<file path="config.mk">
export PLATFORM = sky130hd
export DESIGN_NAME = flash_pin_front_end
export DESIGN_NICKNAME = d
export VERILOG_FILES = /design/src/rtl/pin_sync.v /design/src/rtl/flash_pin_front_end.v
export VERILOG_INCLUDE_DIRS = /design/src /design/src/common
export SDC_FILE = /design/constraint.sdc
export NUM_CORES = 1
export LEC_CHECK = 0
export BUFFER_PORTS_ARGS = -buffer_cell sky130_fd_sc_hd__buf_2
export CAP_MARGIN = 5
export CORE_UTILIZATION = 40
export DETAILED_ROUTE_END_ITERATION = 8
export SLEW_MARGIN = 20
export SYNTH_ARGS = -nofsm -noshare
export SYNTH_HDL_FRONTEND = slang
export SYNTH_SLANG_ARGS = --single-unit
export TNS_END_PERCENT = 50
</file>
<file path="constraint.sdc">
create_clock -name CLK -period 4.7 [get_ports CLK]
set_input_delay 0 -clock CLK [delete_from_list [all_inputs] [get_ports CLK]]
set_output_delay 0 -clock CLK [all_outputs]
set_load 0.01 [all_outputs]
</file>
<file path="src/common/flash_front_regs.vh">
// Constants for the serial flash pin front end
`ifndef FLASH_FRONT_REGS_VH
`define FLASH_FRONT_REGS_VH

// =====================================================================
// Lane width codes
`define LW_SINGLE 2'h0
`define LW_DUAL 2'h1
`define LW_QUAD 2'h2

// =====================================================================
// Bit steps per serial clock edge
`define STEP_SINGLE 4'h1
`define STEP_DUAL 4'h2
`define STEP_QUAD 4'h4
`define BITS_PER_BYTE 4'h8

// =====================================================================
// Reset values and fill patterns
`define CNT_RST 4'h0
`define BYTE_RST 8'h00
`define IDLE_FILL 8'hFF
`define LANES_RST 4'h0
`define LANES_OFF 4'hF
`define PIN_SYNC_RST 1'h1
`define SYNC_WIDTH 6
`define SYNC_DEPTH 2'h2
`define FLUSH_RST 2'h0

// =====================================================================
// Pin function select encodings
`define PFS_PAUSE 1'h0
`define PFS_HWRESET 1'h1

`endif

</file>
<file path="src/rtl/pin_sync.v">
// Two-stage synchroniser for pins entering the system clock domain
`timescale 1ns/100ps
`include "flash_front_regs.vh"

module pin_sync #(
  parameter WIDTH = `SYNC_WIDTH
) (
  // Clock and reset
  input wire clk,
  input wire rst,
  // Asynchronous pins and synchronised copies
  input wire [WIDTH-1:0] pin_in,
  output wire [WIDTH-1:0] pin_out
);

  genvar i;
  generate
    for (i = 0; i < WIDTH; i = i + 1) begin : g_bit
      reg meta_q;
      reg stable_q;
      // Pins idle high, so both stages reset high
      always @(posedge clk or posedge rst) begin
        if (rst) begin
          meta_q <= `PIN_SYNC_RST;
          stable_q <= `PIN_SYNC_RST;
        end else begin
          meta_q <= pin_in[i];
          stable_q <= meta_q;
        end
      end
      assign pin_out[i] = stable_q;
    end
  endgenerate

endmodule // pin_sync

</file>
<file path="src/rtl/flash_pin_front_end.v">
// Pin front end of a serial flash host interface (select, shift, lanes)
// Notes on behaviour
// While chip select is high every output lane is floated.
// A low chip select selects the device and wakes it from standby.
// A high chip select keeps the device in standby.
// Data lane bits are ignored while chip select is high.
// After reset nothing is accepted until a falling chip select is seen.
// Single lane input bits are taken from lane zero on rising clock.
// Single lane output bits go on lane one on falling clock.
// Dual and quad lanes sample on rising and drive on falling clock.
// Quad transfers use the protect pin as lane two, pause pin as three.
// The lane three pin is pause or hardware reset, pause by default.
// Select bit 0 makes lane three pause, bit 1 makes it reset.
// With quad enable set, protect and pause/reset functions are off.
// Pause low while selected floats output and freezes the transfer.
// Clock idle low or high (modes 0 and 3) both work.
// A rising chip select aborts the transfer and clears the counters.
`timescale 1ns/100ps
`include "flash_front_regs.vh"

module flash_pin_front_end (
  // System clock and reset
  input wire CLK,
  input wire SYS_RST,
  // Serial pins from the host
  input wire CS_N,
  input wire SCK,
  // Data lanes: input, output, active low output enable
  input wire [3:0] LANE_IN,
  output wire [3:0] LANE_OUT,
  output wire [3:0] LANE_OE_N,
  // Configuration from the command core
  input wire [1:0] LANE_WIDTH,
  input wire OUT_PHASE,
  input wire QUAD_LANE_ENABLE,
  input wire PIN_FUNCTION_SELECT_BIT,
  // Transmit byte from the command core
  input wire [7:0] TX_BYTE,
  input wire TX_VALID,
  output wire TX_TAKEN,
  // Received bytes to the command core
  output wire [7:0] RX_BYTE,
  output wire RX_VALID,
  output wire RX_FIRST,
  // Status to the command core
  output wire SELECTED,
  output wire STANDBY,
  output wire PAUSED,
  output wire HW_RESET,
  output wire FRAME_END,
  output wire WRITE_PROTECT_N
);

  // ===================================================================
  // Decoding helpers
  function [3:0] step_of;
    input [1:0] w;
    begin
      case (w)
        `LW_DUAL: step_of = `STEP_DUAL;
        `LW_QUAD: step_of = `STEP_QUAD;
        default: step_of = `STEP_SINGLE;
      endcase
    end
  endfunction

  function [7:0] shift_in;
    input [7:0] s;
    input [1:0] w;
    input [3:0] l;
    begin
      case (w)
        `LW_DUAL: shift_in = {s[5:0], l[1:0]};
        `LW_QUAD: shift_in = {s[3:0], l};
        default: shift_in = {s[6:0], l[0]};
      endcase
    end
  endfunction

  function [3:0] lanes_of;
    input [7:0] s;
    input [1:0] w;
    begin
      case (w)
        `LW_DUAL: lanes_of = {2'h0, s[7], s[6]};
        `LW_QUAD: lanes_of = s[7:4];
        default: lanes_of = {2'h0, s[7], 1'h0};
      endcase
    end
  endfunction

  function [3:0] drive_mask;
    input [1:0] w;
    begin
      case (w)
        `LW_DUAL: drive_mask = 4'h3;
        `LW_QUAD: drive_mask = 4'hF;
        default: drive_mask = 4'h2;
      endcase
    end
  endfunction

  // ===================================================================
  // Pin synchronisers
  wire [5:0] sync_out;
  wire cs_n_s;
  wire sck_s;
  wire [3:0] lane_s;

  pin_sync #(.WIDTH(`SYNC_WIDTH)) u_sync (
    .clk(CLK),
    .rst(SYS_RST),
    .pin_in({CS_N, SCK, LANE_IN}),
    .pin_out(sync_out)
  );

  assign cs_n_s = sync_out[5];
  assign sck_s = sync_out[4];
  assign lane_s = sync_out[3:0];

  // ===================================================================
  // State
  reg cs_d_q;
  reg sck_d_q;
  reg [1:0] flush_q;
  reg armed_q;
  reg armed_d;
  reg [3:0] cnt_q;
  reg [3:0] cnt_d;
  reg [7:0] sr_in_q;
  reg [7:0] sr_in_d;
  reg [7:0] sr_out_q;
  reg [7:0] sr_out_d;
  reg first_q;
  reg first_d;
  reg [7:0] rx_byte_q;
  reg [7:0] rx_byte_d;
  reg rx_valid_q;
  reg rx_valid_d;
  reg rx_first_q;
  reg rx_first_d;
  reg tx_taken_q;
  reg tx_taken_d;
  reg [3:0] out_q;
  reg [3:0] out_d;
  reg [3:0] oe_n_q;
  reg [3:0] oe_n_d;
  reg selected_q;
  reg standby_q;
  reg paused_q;
  reg hw_reset_q;
  reg frame_end_q;
  reg wp_n_q;

  // ===================================================================
  // Pin edge history
  // Sync stages reset idle high: first outputs are not pin samples.
  // Select edge history waits out the flush, so a select held low through
  // reset never reads as a falling edge.
  wire flushed = (flush_q == `SYNC_DEPTH);

  always @(posedge CLK or posedge SYS_RST) begin
    if (SYS_RST) begin
      flush_q <= `FLUSH_RST;
      cs_d_q <= 1'b0;
      sck_d_q <= `PIN_SYNC_RST;
    end else begin
      if (!flushed) begin
        flush_q <= flush_q + 2'h1;
      end
      cs_d_q <= flushed & cs_n_s;
      sck_d_q <= sck_s;
    end
  end

  // ===================================================================
  // Pin decode
  wire cs_fall = cs_d_q & ~cs_n_s;
  wire cs_rise = ~cs_d_q & cs_n_s;
  wire sck_rise = ~sck_d_q & sck_s;
  wire sck_fall = sck_d_q & ~sck_s;
  wire shared_free = ~QUAD_LANE_ENABLE;
  wire pause_fn = shared_free &
    (PIN_FUNCTION_SELECT_BIT == `PFS_PAUSE);
  wire reset_fn = shared_free &
    (PIN_FUNCTION_SELECT_BIT == `PFS_HWRESET);
  wire hw_rst = reset_fn & ~lane_s[3];
  wire active = armed_q & ~cs_n_s & ~hw_rst;
  wire pause = active & pause_fn & ~lane_s[3];
  wire run = active & ~pause;
  wire [3:0] step = step_of(LANE_WIDTH);
  wire [3:0] cnt_next = cnt_q + step;
  wire [7:0] load = TX_VALID ? TX_BYTE : `IDLE_FILL;
  wire [7:0] cur = (cnt_q == `CNT_RST) ? load : sr_out_q;

  // ===================================================================
  // Next state
  always @* begin
    armed_d = armed_q;
    cnt_d = cnt_q;
    sr_in_d = sr_in_q;
    sr_out_d = sr_out_q;
    first_d = first_q;
    rx_byte_d = rx_byte_q;
    rx_valid_d = 1'b0;
    rx_first_d = rx_first_q;
    tx_taken_d = 1'b0;
    out_d = out_q;
    oe_n_d = `LANES_OFF;
    if (cs_fall) begin
      armed_d = 1'b1;
    end
    if (cs_n_s | hw_rst) begin
      // Abort: a fresh instruction follows the next selection
      cnt_d = `CNT_RST;
      sr_in_d = `BYTE_RST;
      sr_out_d = `BYTE_RST;
      first_d = 1'b1;
      out_d = `LANES_RST;
    end else if (run) begin
      if (sck_rise && !OUT_PHASE) begin
        sr_in_d = shift_in(sr_in_q, LANE_WIDTH, lane_s);
        if (cnt_next >= `BITS_PER_BYTE) begin
          cnt_d = `CNT_RST;
          rx_byte_d = shift_in(sr_in_q, LANE_WIDTH, lane_s);
          rx_valid_d = 1'b1;
          rx_first_d = first_q;
          first_d = 1'b0;
        end else begin
          cnt_d = cnt_next;
        end
      end
      if (sck_fall && OUT_PHASE) begin
        out_d = lanes_of(cur, LANE_WIDTH);
        sr_out_d = cur << step;
        tx_taken_d = (cnt_q == `CNT_RST) & TX_VALID;
        cnt_d = (cnt_next >= `BITS_PER_BYTE) ? `CNT_RST : cnt_next;
      end
    end
    // Drive only while selected, not paused, in an output phase
    if (run && OUT_PHASE) begin
      oe_n_d = ~drive_mask(LANE_WIDTH);
    end
  end

  // ===================================================================
  // Registers
  always @(posedge CLK or posedge SYS_RST) begin
    if (SYS_RST) begin
      armed_q <= 1'b0;
      cnt_q <= `CNT_RST;
      sr_in_q <= `BYTE_RST;
      sr_out_q <= `BYTE_RST;
      first_q <= 1'b1;
      rx_byte_q <= `BYTE_RST;
      rx_valid_q <= 1'b0;
      rx_first_q <= 1'b0;
      tx_taken_q <= 1'b0;
      out_q <= `LANES_RST;
      oe_n_q <= `LANES_OFF;
      selected_q <= 1'b0;
      standby_q <= 1'b1;
      paused_q <= 1'b0;
      hw_reset_q <= 1'b0;
      frame_end_q <= 1'b0;
      wp_n_q <= 1'b1;
    end else begin
      armed_q <= armed_d;
      cnt_q <= cnt_d;
      sr_in_q <= sr_in_d;
      sr_out_q <= sr_out_d;
      first_q <= first_d;
      rx_byte_q <= rx_byte_d;
      rx_valid_q <= rx_valid_d;
      rx_first_q <= rx_first_d;
      tx_taken_q <= tx_taken_d;
      out_q <= out_d;
      oe_n_q <= oe_n_d;
      selected_q <= active;
      standby_q <= cs_n_s;
      paused_q <= pause;
      hw_reset_q <= hw_rst;
      frame_end_q <= cs_rise & armed_q;
      wp_n_q <= QUAD_LANE_ENABLE | lane_s[2];
    end
  end

  // ===================================================================
  // Outputs
  assign LANE_OUT = out_q;
  assign LANE_OE_N = oe_n_q;
  assign TX_TAKEN = tx_taken_q;
  assign RX_BYTE = rx_byte_q;
  assign RX_VALID = rx_valid_q;
  assign RX_FIRST = rx_first_q;
  assign SELECTED = selected_q;
  assign STANDBY = standby_q;
  assign PAUSED = paused_q;
  assign HW_RESET = hw_reset_q;
  assign FRAME_END = frame_end_q;
  assign WRITE_PROTECT_N = wp_n_q;

endmodule // flash_pin_front_end

</file>
==> Word level (Yosys, flattened, before mapping) <==
Cells that the tools add are included.
{ "totals": {"register_bits": 62, "input_bits": 22, "wordCells": 115, "out_inout_bits": 25} }
{ "classes": {"mux": 33, "shifts": 1, "order_cmp": 1, "eq_ne": 3, "n_bitwise": 28, "addsub": 2, "n_reduce_logical": 15} }
{ "ops": {"columns": ["op", "count"], "rows": [
  ["2-to-1 mux 4 bit", 10],
  ["2-to-1 mux 8 bit", 5],
  ["2-to-1 mux 7 bit", 3],
  ["case mux 4 bit (2 select lines)", 2],
  ["case mux 8 bit (2 select lines)", 1],
  ["bitwise AND 1 bit", 15],
  ["2-to-1 mux 1 bit", 11],
  ["inverter 1 bit", 10],
  ["nonzero test 2 bit", 4],
  ["left shift 8 x 4 -> 8 bit", 1],
  ["case mux 3 bit (2 select lines)", 1],
  ["AND reduction 2 bit", 3],
  ["adder 4 bit", 1],
  ["== test 2 bit, second input constant", 2],
  [">= comparator 4 bit, second input constant", 1],
  ["zero test 4 bit", 1],
  ["inverter 4 bit", 1],
  ["AND reduction 4 bit", 1],
  ["logical AND 1 bit", 3],
  ["AND reduction 3 bit", 1],
  ["nonzero test 3 bit", 1],
  ["adder 2 x 1 -> 2 bit, second input constant", 1],
  ["== test 2 x 1 -> 1 bit, second input constant", 1],
  ["OR 1 bit", 2],
  ["zero test 1 bit", 1]
]} }

==> Longest topological paths before layout <==
Gate-level depths: netlist (run 1).
{ "depth": {"word_depth": 13, "depth_mapped": 9, "mapped_depth_nobuf": 8} }

==> Cells and area by module <==
From an unflattened synthesis (run 1), not the netlist that was laid out.
{ "hier_totals": {"hier_cells": 268, "area_unflattened_um2": 2976.6} }
{ "by_module_without_submodules": {"columns": ["module", "area_per_inst_um2", "cells_each", "instances", "seq_area_each_um2"], "rows": [
  ["flash_pin_front_end", 2612.5, 249, 1, 1234.9],
  ["pin_sync", 364.1, 19, 1, 315.3]
]} }

==> Worst setup path before layout (run 1) <==
No wires, ideal clock.
{ "synth_path": {"path_type": "register -> register", "startpoint": "reg cnt_q[1]", "endpoint": "reg sr_out_q[6]", "setup_slack_ns": 2.622, "stages_incl_launch_ff": 7, "n_path_buf": 1, "arrival_ns": 1.938, "path_cell_list": "dfrtp_1 nor4_4 buf_4 mux2i_1 nor2_1 a2111oi_0 o41ai_2"} }
{ "synth_via": {"elab_chain_len": 6} }
{ "synth_rtl": {"columns": ["element", "line", "source"], "rows": [
  ["start, declared", "flash_pin_front_end.v:128", "reg [3:0] cnt_q;"],
  ["start signal, assigned", "flash_pin_front_end.v:251", "cnt_q <= `CNT_RST;"],
  ["start signal, assigned", "flash_pin_front_end.v:269", "cnt_q <= cnt_d;"],
  ["zero test 4 bit (no source line)", null, null],
  ["2-to-1 mux 8 bit", "flash_pin_front_end.v:194", "wire [7:0] cur = (cnt_q == `CNT_RST) ? load : sr_out_q;"],
  ["left shift 8 x 4 -> 8 bit", "flash_pin_front_end.v:235", "sr_out_d = cur << step;"],
  ["2-to-1 mux 8 bit", "flash_pin_front_end.v:233", "if (sck_fall && OUT_PHASE) begin"],
  ["2-to-1 mux 8 bit", "flash_pin_front_end.v:220", "end else if (run) begin"],
  ["2-to-1 mux 8 bit", "flash_pin_front_end.v:213", "if (cs_n_s | hw_rst) begin"],
  ["end signal, assigned", "flash_pin_front_end.v:253", "sr_out_q <= `BYTE_RST;"],
  ["end signal, assigned", "flash_pin_front_end.v:271", "sr_out_q <= sr_out_d;"],
  ["end, declared", "flash_pin_front_end.v:132", "reg [7:0] sr_out_q;"]
]} }
Every way passes these cells. The select of a mux whose other input is x is not followed.
A chain may end at the register's enable or synchronous reset.

==> Final worst setup path (run 1) <==
Ends and elaborated chain as after synthesis.

==> results.py, run 1 <==
metrics = {
    "floorplanning": {
        "initial_core_util_pct": 41.1,
        "rows": 31,
        "die-area_um2": 7760,
        "core-area_um2": 7210,
        "ios": 47,
        "die_x_um": 88.1,
        "die_h_um": 88.1,
    },
    "timing": {
        "finalSetupTns_ps": 0,
        "fin_crit_ps": 2550,
        "max_slew.worst_pin.slew_ps": 1050,
        "hold_violations": 0,
        "hold_slack_ps": 25.3,
        "fmax_mhz": 391,
        "slew_viol_final": 0,
        "skew_ps": 10.2,
        "setup_viol": 0,
        "fin_crit_sh_pct": 54.4,
        "max_slew_margin_pct": 29.6,
        "rsz0062_at_grt": "false",
    },
    "synth": {
        "synth_edf_count": 0,
        "async_flop_share_pct": 100,
        "synth_seq_cells": 61,
        "ys_top_cells_by_count": "dfrtp_1, dfstp_2, nand2_1",
        "ys_seq_area_share_pct": 52.3,
        "synth_nets": 291,
        "avgSynthCellArea_um2": 11.3,
        "synth_most_common_cell": "dfrtp_1",
        "synth_top_area_share_pct": 35.4,
        "ys_types": 55,
        "synth.yosys.warnings": 0,
        "synth_area_leaders": "dfrtp_1, dfstp_2, mux4_2, ha_1, o31ai_1",
        "synthFlopType": "dfrtp_1",
        "postSynthCellCount": 262,
        "syn_area_um2": 2970,
        "yosysTopAreaCell": "dfrtp_1",
    },
    "place": {
        "gp_congestion": 0.823,
        "post_dp_cell_area_um2": 3240,
        "portBuffers": 46,
        "dp_hpwl_mm": 4.32,
    },
    "grt": {
        "grt_util_all_layers_pct": 19.2,
        "grt_max_degree": 62,
        "grt_pass1_wl_mm": 11.1,
        "grt_pass1_vias": 2175,
        "overflow": 0,
        "antenna_found_initial": 0,
    },
    "clock_network": {
        "numCtsBuffers": 9,
        "numClockSinks": 61,
        "worstSkewPairLatency_ps": 340,
        "post_cts_resized": 0,
        "cts_max_level": 3,
        "cts_root_buffer": "clkbuf_8",
        "hold_buffers": 10,
        "cts_tree": "yes",
        "postCtsSetupBuffers": 0,
        "cts.clk_slew.worst_paths_ps": 80,
        "cts_buffer_depth": 2,
    },
    "detailed_routing": {
        "via_count": 2224,
        "viasPerCell": 5.33,
        "remaining_drc_errors": 0,
        "post_drt_wl_per_cell_um": 15.6,
        "first_pass_iters": 4,
        "wirelength_mm": 6.50,
        "ant_nets": 0,
        "drtIter0Drc": 135,
    },
    "worst_setup_path": {
        "crit_required_ps": 4900,
        "cp_cell_sequence": "nor4_4 > mux2i_1 > nor2_1 > a2111oi_0 > o41ai_2",
        "cpLargestDelayFamily": "simple AND/OR/NAND/NOR gates",
        "slowest_delay_ps": 840,
        "path_buf_inv": 0,
        "path_class": "flop to flop",
        "crit_path_top_delay_cell": "nor4_4",
        "crit_arrival_ps": 2750,
        "start_kind": "flop",
        "endpoint_kind": "flop",
        "worstPathMaxFanout": 14,
    },
    "finish": {
        "area_growth_pct": 19.8,
        "final.fill_count": 693,
        "nNetsFinal": 342,
        "fin_area_um2": 3550,
        "utilization_pct": 49.3,
        "drive_above_1_share_pct": 30.5,
        "diodes": 0,
    },
    "power": {
        "powerDensity_nw_per_um2": 337,
        "p_leak_nw": 1.68,
        "vdd_drop_max_mv": 0.173,
    },
    "worst_hold_path": {
        "min_path_type": "input port to flop",
    },
    "run_status": {
        "status": "finished, final reports clean",
    },
    "flow_run": {
        "maxCapViolations": 0,
    },
}
-- sequential cells by signal, indices dropped and copies added, names as in the netlist, 2 cells and up --
name,count
RX_BYTE,8
sr_out_q,8
sr_in_q,7
u_sync.g_bit.meta_q,6
u_sync.g_bit.stable_q,6
LANE_OUT,4
cnt_q,4
LANE_OE_N,3
flush_q,2
-- per-layer routing --
metal  share of wire [%]  up-vias  GRT usage, %
met5                   0        -             0
met4                 1.5        0          8.94
met3                 4.9       12          3.68
met2                  45       64          28.3
met1                  49     1082          27.2
li1                    -     1066             -
-- cell type report --
cell class                 instances  area [um2]  area share (%)
sequential                        61        1550            43.6
multi-input combinational        173        1290            36.2
timing repair buffer              58         345            9.72
clock buffer                      11         151            4.26
tap                               99         124            3.49
clock inverter                     5        57.6            1.62
inverter                          10        37.5            1.06
-- power breakdown --
group	internal (W)	switching, W	leakage [nW]
sequential	0.000548	0.0000118	0.767
clock	0.000275	0.000212	0.110
combinational	0.0000647	0.0000881	0.802
-- path summary, 6_finish.rpt --
path / startpoint / end / slack (ps) / cells after the start
hold / removal: PIN_FUNCTION_SELECT_BIT / HW_RESET / 30 / 2
hold reg to reg: u_sync.g_bit[0].meta_q / u_sync.g_bit[0].stable_q / 360 / 0
setup reg to reg: cnt_q[1] / sr_out_q[6] / 2150 / 5
min in group asynchronous: SYS_RST / flush_q[1] / 420 / 4
setup / recovery: cnt_q[1] / sr_out_q[6] / 2150 / 5
max in group asynchronous: SYS_RST / sr_out_q[0] / 3760 / 4
-- kinds of logic (layout without fill, tap and decap cells) --
kind of cell               after synthesis  in the layout  synth area share [%]
muxes                                   17             17                  8.10
and+or+nand+nor                         78             78                  14.8
buffers and inverters                   28             84                  4.30
adders and majority gates                7              7                  2.95
DFF                                     61             61                  52.3
xor gates and xnor gates                 4              4                  1.18
AOI/OAI and AO/OA                       67             67                  16.4
-- layout by cell type, fill, tap and decap left out, types with 7 or more instances in the layout --
cell type,n
o21ai_1,7
nand3_1,8
dlygate4sd3_1,10
buf_2,46
clkbuf_8,11
nand2b_1,9
nor2_1,16
nand2_1,17
o21ai_0,14
dfstp_2,19
dfrtp_1,42
o31ai_1,10
ha_1,7
inv_1,7
-- per-stage QoR --
step / instances / total power (W) / setup WS [ps]
2_1_floorplan: 262 / 0.000673 / 2620
3_3_place_gp: 391 / 0.000716 / 1860
3_5_place_dp: 391 / 0.000716 / 1800
4_1_cts: 417 / 0.00121 / 2140
5_1_grt: 417 / 0.00126 / 1930
6_report: 417 / 0.00120 / 2150
-- worst reg2reg max path: stages, from the launching register on --
cell       delay (ps)
dfrtp_1           480
nor4_4            840
mux2i_1           410
nor2_1             70
a2111oi_0         470
o41ai_2           150
Note: power is estimated with default switching activity, not from simulation.
==> inputs of run 2 (changes only) <==
--- a/config.mk
+++ b/config.mk
@@ -6,6 +6,7 @@
 export SDC_FILE = /design/constraint.sdc
 export NUM_CORES = 1
 export LEC_CHECK = 0
+export ABC_AREA = 1
 export BUFFER_PORTS_ARGS = -buffer_cell sky130_fd_sc_hd__buf_2
 export CAP_MARGIN = 5
 export CORE_UTILIZATION = 40
==> constraint.sdc (replaced) <==
create_clock -name CLK -period 2.56 [get_ports CLK]
set_input_delay 0 -clock CLK [delete_from_list [all_inputs] [get_ports CLK]]
set_output_delay 0 -clock CLK [all_outputs]
set_load 0.01 [all_outputs]
==> results.py, run 2 <==
metrics = {
    "timing": {
        "hold_violations": 0,
        "finalSetupTns_ps": 0,
        "max_slew_margin_pct": 50.6,
        "max_slew.worst_pin.slew_ps": 741,
        "rsz0062_at_grt": "false",
        "fin_crit_sh_pct": 85.1,
        "skew_ps": 9.43,
        "slew_viol_final": 0,
        "setup_viol": 0,
        "hold_slack_ps": 40.2,
        "fin_crit_ps": 2180,
        "fmax_mhz": 459,
    },
    "power": {
        "switching_share_pct": 30.4,
        "vdd_drop_max_mv": 0.377,
        "powerDensity_nw_per_um2": 680,
        "p_leak_nw": 1.85,
        "power.internal_w": 0.00170,
        "power_switching_w": 0.000742,
        "comb_power_share_pct": 21.3,
        "p_seq_share_pct": 43.0,
        "clkPwrFrac_pct": 35.7,
    },
    "synth": {
        "synth_top_family_by_area": "simple AND/OR/NAND/NOR gates",
        "synthSimpleGateAreaFrac_pct": 29.1,
        "avgSynthCellArea_um2": 8.50,
        "yosysTopAreaCell": "dfrtp_1",
        "ys_seq_area_share_pct": 52.6,
        "synth-xor-area-share_pct": 1.44,
        "synth.area.mux_share_pct": 0,
        "synth_seq_cells": 61,
        "synth_area_leaders": "dfrtp_1, dfstp_2, nand2_1, nand3_1, inv_1",
        "synth.yosys.warnings": 0,
        "postSynthCellCount": 347,
        "synth_most_common_cell": "nand2_1",
        "ys_top_cells_by_count": "nand2_1, nand3_1, dfrtp_1",
        "syn_area_um2": 2950,
        "ys_types": 30,
        "synth_edf_count": 0,
        "synthFlopType": "dfrtp_1",
        "synth_nets": 376,
        "synthAdderAreaFrac_pct": 2.97,
        "synth_compound_area_share_pct": 5.90,
        "synth_top_area_share_pct": 35.6,
        "async_flop_share_pct": 100,
    },
    "floorplanning": {
        "die_h_um": 87.9,
        "initial_core_util_pct": 42.5,
        "die-area_um2": 7720,
        "ios": 47,
        "core-area_um2": 6940,
        "rows": 30,
        "die_x_um": 87.9,
    },
    "clock_network": {
        "cts_root_buffer": "clkbuf_8",
        "numClockSinks": 61,
        "cts_max_level": 3,
        "worstSkewPairLatency_ps": 330,
        "cts_tree": "yes",
        "cts.clk_slew.worst_paths_ps": 70,
        "cts_buffer_depth": 2,
        "numCtsBuffers": 9,
    },
    "grt": {
        "grt_max_degree": 62,
        "grt_pass1_wl_mm": 11.3,
        "use_met2_pct": 30.2,
        "antenna_found_initial": 0,
        "overflow": 0,
        "grt_pass1_vias": 2416,
        "use_met1_pct": 26.2,
        "grt_util_all_layers_pct": 19.5,
        "gr-usage-met3_pct": 5.00,
        "grt_most_used_layer": "met2",
    },
    "worst_setup_path": {
        "crit_required_ps": 2790,
        "endpoint_kind": "flop",
        "worstPathMaxFanout": 7,
        "cp_cell_sequence": "nor2_1 > nand2_1 > dlygate4sd3_1 > inv_2 > nor2_2 > nand3_1 > nand2_1 > nor2_1 > nand3_1 > nand2_1",
        "crit_top_cell": "nand2_1",
        "crit_path_top_delay_cell": "dlygate4sd3_1",
        "start_kind": "flop",
        "crit_arrival_ps": 2400,
        "path_class": "flop to flop",
        "slowest_delay_ps": 580,
    },
    "finish": {
        "layout_common_cells": "nand2_1, nand3_1, buf_2",
        "area_growth_pct": 21.8,
        "nNetsFinal": 441,
        "diodes": 0,
        "layout_commonest_cell": "nand2_1",
        "drive_above_1_share_pct": 24.7,
    },
    "detailed_routing": {
        "remaining_drc_errors": 0,
        "drtIter0Drc": 158,
        "first_pass_iters": 5,
        "ant_nets": 0,
        "post_drt_wl_per_cell_um": 12.9,
        "via_count": 2490,
        "wirelength_mm": 6.62,
        "viasPerCell": 4.85,
    },
    "place": {
        "portBuffers": 46,
        "dp_hpwl_mm": 4.75,
        "gp_congestion": 0.864,
    },
    "worst_hold_path": {
        "min_path_type": "input port to flop",
    },
    "run_status": {
        "status": "finished, final reports clean",
    },
    "flow_run": {
        "maxCapViolations": 0,
    },
}
## run 2: changes by cell type after synthesis, moves of 7 or more
cell	previous run	this run
nand2_1	17	96
nand3_1	8	48
inv_1	8	40
nand4_1	0	11
o31ai_1	10	0
nand2b_1	9	0
clkbuf_1	8	0
nor2_1	16	23
## run 2: cell type report
type	count	area, um2
clock buffer	13	159
sequential	61	1550
timing repair buffer	63	385
fill	671	3350
inverter	45	169
multi-input combinational	232	1160
clock inverter	3	43.8
tap	96	120
## run 2: logic make-up after synthesis
family,count (synthesis)
xor+xnor,4
buf+inv,54
flops,61
simple gates,192
fa+ha+maj,7
compound gates,29
## run 2: stage by stage
stage | instances | util, % | power, W | instance area, um2 | worst slack [ps]
3_3_place_gp | 486 | 47.2 | 0.00157 | 3280 | 807
2_1_floorplan | 347 | - | 0.00143 | 2950 | 1080
3_5_place_dp | 486 | 47.2 | 0.00157 | 3280 | 767
4_1_cts | 513 | 51.7 | 0.00247 | 3590 | 267
6_report | 513 | 51.7 | 0.00244 | 3590 | 382
5_1_grt | 513 | 51.7 | 0.00258 | 3590 | 221
## run 2: path summary, 6_finish.rpt
path	startpoint	to	slack, ps	depth (start not counted)
setup / recovery	u_sync.g_bit[3].stable_q	cnt_q[1]	380	10
hold / removal	TX_VALID	TX_TAKEN	40	3
setup reg to reg	u_sync.g_bit[3].stable_q	cnt_q[1]	380	10
hold reg to reg	u_sync.g_bit[3].meta_q	u_sync.g_bit[3].stable_q	360	0
max in group asynchronous	SYS_RST	sr_out_q[4]	1650	4
min in group asynchronous	SYS_RST	sr_in_q[0]	430	4
## run 2: metal layers
| layer | share of wire [%] | vias up |
|---|---|---|
| met5 | 0 | - |
| met2 | 46 | 58 |
| met4 | 1.0 | 0 |
| li1 | - | 1258 |
| met1 | 48 | 1167 |
| met3 | 4.3 | 7 |
## run 2: power groups by stage
stage	Clock, W	Sequential [W]	Combinational, W
finish	0.000871	0.00105	0.000519
detailed placement	0	0.00107	0.000505
floorplan	0	0.00107	0.000360
global placement	0	0.00107	0.000505
global route	0.000938	0.00106	0.000588
CTS	0.000897	0.00105	0.000521
## run 2: what timing repair did
action,4_1_cts,5_1_grt
resized for setup,0,1
hold endpoints to repair,54,0
setup buffers,0,0
hold buffers,11,0
setup endpoints to repair,0,1
## run 2: worst max-delay path, delay by kind of cell (launching register included)
family | cells | cell delay, ps
buffers and inverters | 2 | 630
flip-flops | 1 | 550
AND/OR/NAND/NOR | 8 | 900
==> inputs of run 3 (changes only) <==
--- a/config.mk
+++ b/config.mk
@@ -9,6 +9,7 @@
 export ABC_AREA = 1
 export BUFFER_PORTS_ARGS = -buffer_cell sky130_fd_sc_hd__buf_2
 export CAP_MARGIN = 5
+export CORE_ASPECT_RATIO = 1.75
 export CORE_UTILIZATION = 40
 export DETAILED_ROUTE_END_ITERATION = 8
 export SLEW_MARGIN = 20
==> results.py, run 3 (synthesized netlist as in run 2, its figures left out) <==
metrics = {
    "timing": {
        "fin_crit_sh_pct": 88.5,
        "max_slew.worst_pin.slew_ps": 646,
        "setup_viol": 0,
        "fmax_mhz": 441,
        "skew_ps": 4.44,
        "rsz0062_at_grt": "false",
        "hold_slack_ps": 68.7,
        "slew_viol_final": 0,
        "fin_crit_ps": 2270,
        "hold_violations": 0,
        "finalSetupTns_ps": 0,
        "max_slew_margin_pct": 56.9,
    },
    "detailed_routing": {
        "drtIter0Drc": 136,
        "viasPerCell": 5.00,
        "via_count": 2511,
        "first_pass_iters": 5,
        "wirelength_mm": 7.18,
        "post_drt_wl_per_cell_um": 14.3,
        "remaining_drc_errors": 0,
        "ant_nets": 0,
    },
    "finish": {
        "drive_above_1_share_pct": 25.0,
        "layout_common_cells": "nand2_1, nand3_1, buf_2",
        "layout_commonest_cell": "nand2_1",
        "diodes": 0,
        "area_growth_pct": 25.2,
        "nNetsFinal": 440,
        "finalNonFillerCells": 502,
    },
    "clock_network": {
        "cts_tree": "yes",
        "worstSkewPairLatency_ps": 320,
        "cts_root_buffer": "clkbuf_16",
        "numClockSinks": 61,
        "cts.clk_slew.worst_paths_ps": 50,
        "cts_buffer_depth": 2,
        "numCtsBuffers": 9,
        "postCtsSetupBuffers": 0,
        "cts_max_level": 3,
    },
    "power": {
        "powerDensity_nw_per_um2": 759,
        "switching_share_pct": 28.6,
        "p_seq_share_pct": 37.6,
        "p_leak_nw": 1.89,
        "power_switching_w": 0.000802,
        "clkPwrFrac_pct": 43.5,
        "power.internal_w": 0.00200,
        "power.total_w": 0.00280,
        "vdd_drop_max_mv": 0.541,
        "comb_power_share_pct": 18.9,
    },
    "floorplanning": {
        "die_h_um": 116,
        "core-area_um2": 7180,
        "ios": 47,
        "die_x_um": 66.9,
        "rows": 41,
        "initial_core_util_pct": 41.1,
        "die-area_um2": 7730,
    },
    "place": {
        "portBuffers": 46,
        "gp_congestion": 0.919,
        "dp_hpwl_mm": 5.38,
        "dp.cells": 475,
    },
    "worst_hold_path": {
        "min_path_type": "input port to flop",
        "whs_path_depth": 3,
    },
    "worst_setup_path": {
        "worstPathMaxFanout": 9,
        "crit_required_ps": 2770,
        "path_class": "flop to flop",
        "start_kind": "flop",
        "crit_arrival_ps": 2480,
        "worstRegToRegCells": 11,
        "endpoint_kind": "flop",
    },
    "grt": {
        "antenna_found_initial": 0,
        "grt_max_degree": 34,
        "grt_util_all_layers_pct": 21.0,
        "overflow": 0,
        "grt_pass1_vias": 2552,
        "grt_pass1_wl_mm": 11.7,
    },
    "run_status": {
        "status": "finished, final reports clean",
    },
    "flow_run": {
        "maxCapViolations": 0,
    },
}
## run 3: cell types whose count changed in the layout (fill, tap and decap cells not counted)
cell	delta
clkbuf_1	-2
clkbuf_16	+9
buf_12	+1
buf_4	-2
clkbuf_8	-9
clkinvlp_4	+2
## run 3: power groups by stage
stage	registers [W]	clock network [W]	logic, W
after floorplan	0.00107	0	0.000360
after global placement	0.00107	0	0.000512
after detailed placement	0.00107	0	0.000517
after CTS	0.00105	0.00125	0.000531
after global routing	0.00106	0.00129	0.000603
final	0.00105	0.00122	0.000529
## run 3: path summary, 6_finish.rpt
path                                               start                       end  slack (ps)
min in group asynchronous                        SYS_RST                RX_BYTE[6]         310
max in group asynchronous                        SYS_RST    u_sync.g_bit[4].meta_q        1590
worst min register to register    u_sync.g_bit[5].meta_q  u_sync.g_bit[5].stable_q         350
worst min-delay path                            TX_VALID                  TX_TAKEN          70
worst max register to register  u_sync.g_bit[3].stable_q                  cnt_q[2]         290
worst max-delay path            u_sync.g_bit[3].stable_q                  cnt_q[2]         290
## run 3: per-layer routing
metal,share of wire [%],up-vias,GRT usage (%)
met5,0,-,0
met4,4.4,0,14.3
met3,3.5,22,5.02
met2,54,62,36.9
met1,38,1174,21.2
li1,-,1253,-
## run 3: final cells by class
class | count | area [um2]
fillers | 735 | 3490
flip-flops and latches | 61 | 1550
multi-input cells | 232 | 1160
repair buffers | 62 | 390
clock buffers | 11 | 253
inverters | 45 | 169
well taps | 86 | 108
clock inverters | 5 | 58.8
## run 3: what timing repair did
item | in CTS | in global routing
gates resized for setup | 0 | 1
hold endpoints to repair | 36 | 0
endpoints found under the setup margin | 0 | 2
hold buffers | 11 | 0
## run 3: critical path, stage by stage (launching register included)
cell	delay, ps
dfstp_2	550
nor2_1	70
nand2_1	60
dlygate4sd3_1	580
inv_2	50
nor2_2	160
buf_4	220
nand2_1	80
nand2_1	190
nor2_1	60
nand3_1	80
nand2_1	60
## run 3: stage by stage
| step | utilization, % | setup WS, ps | instance area, um2 |
|---|---|---|---|
| 6_report | 51.4 | 294 | 3690 |
| 5_1_grt | 51.4 | 59.7 | 3690 |
| 4_1_cts | 51.4 | 204 | 3690 |
| 3_5_place_dp | 45.5 | 682 | 3270 |
| 3_3_place_gp | 45.5 | 741 | 3270 |
| 2_1_floorplan | - | 1080 | 2950 |
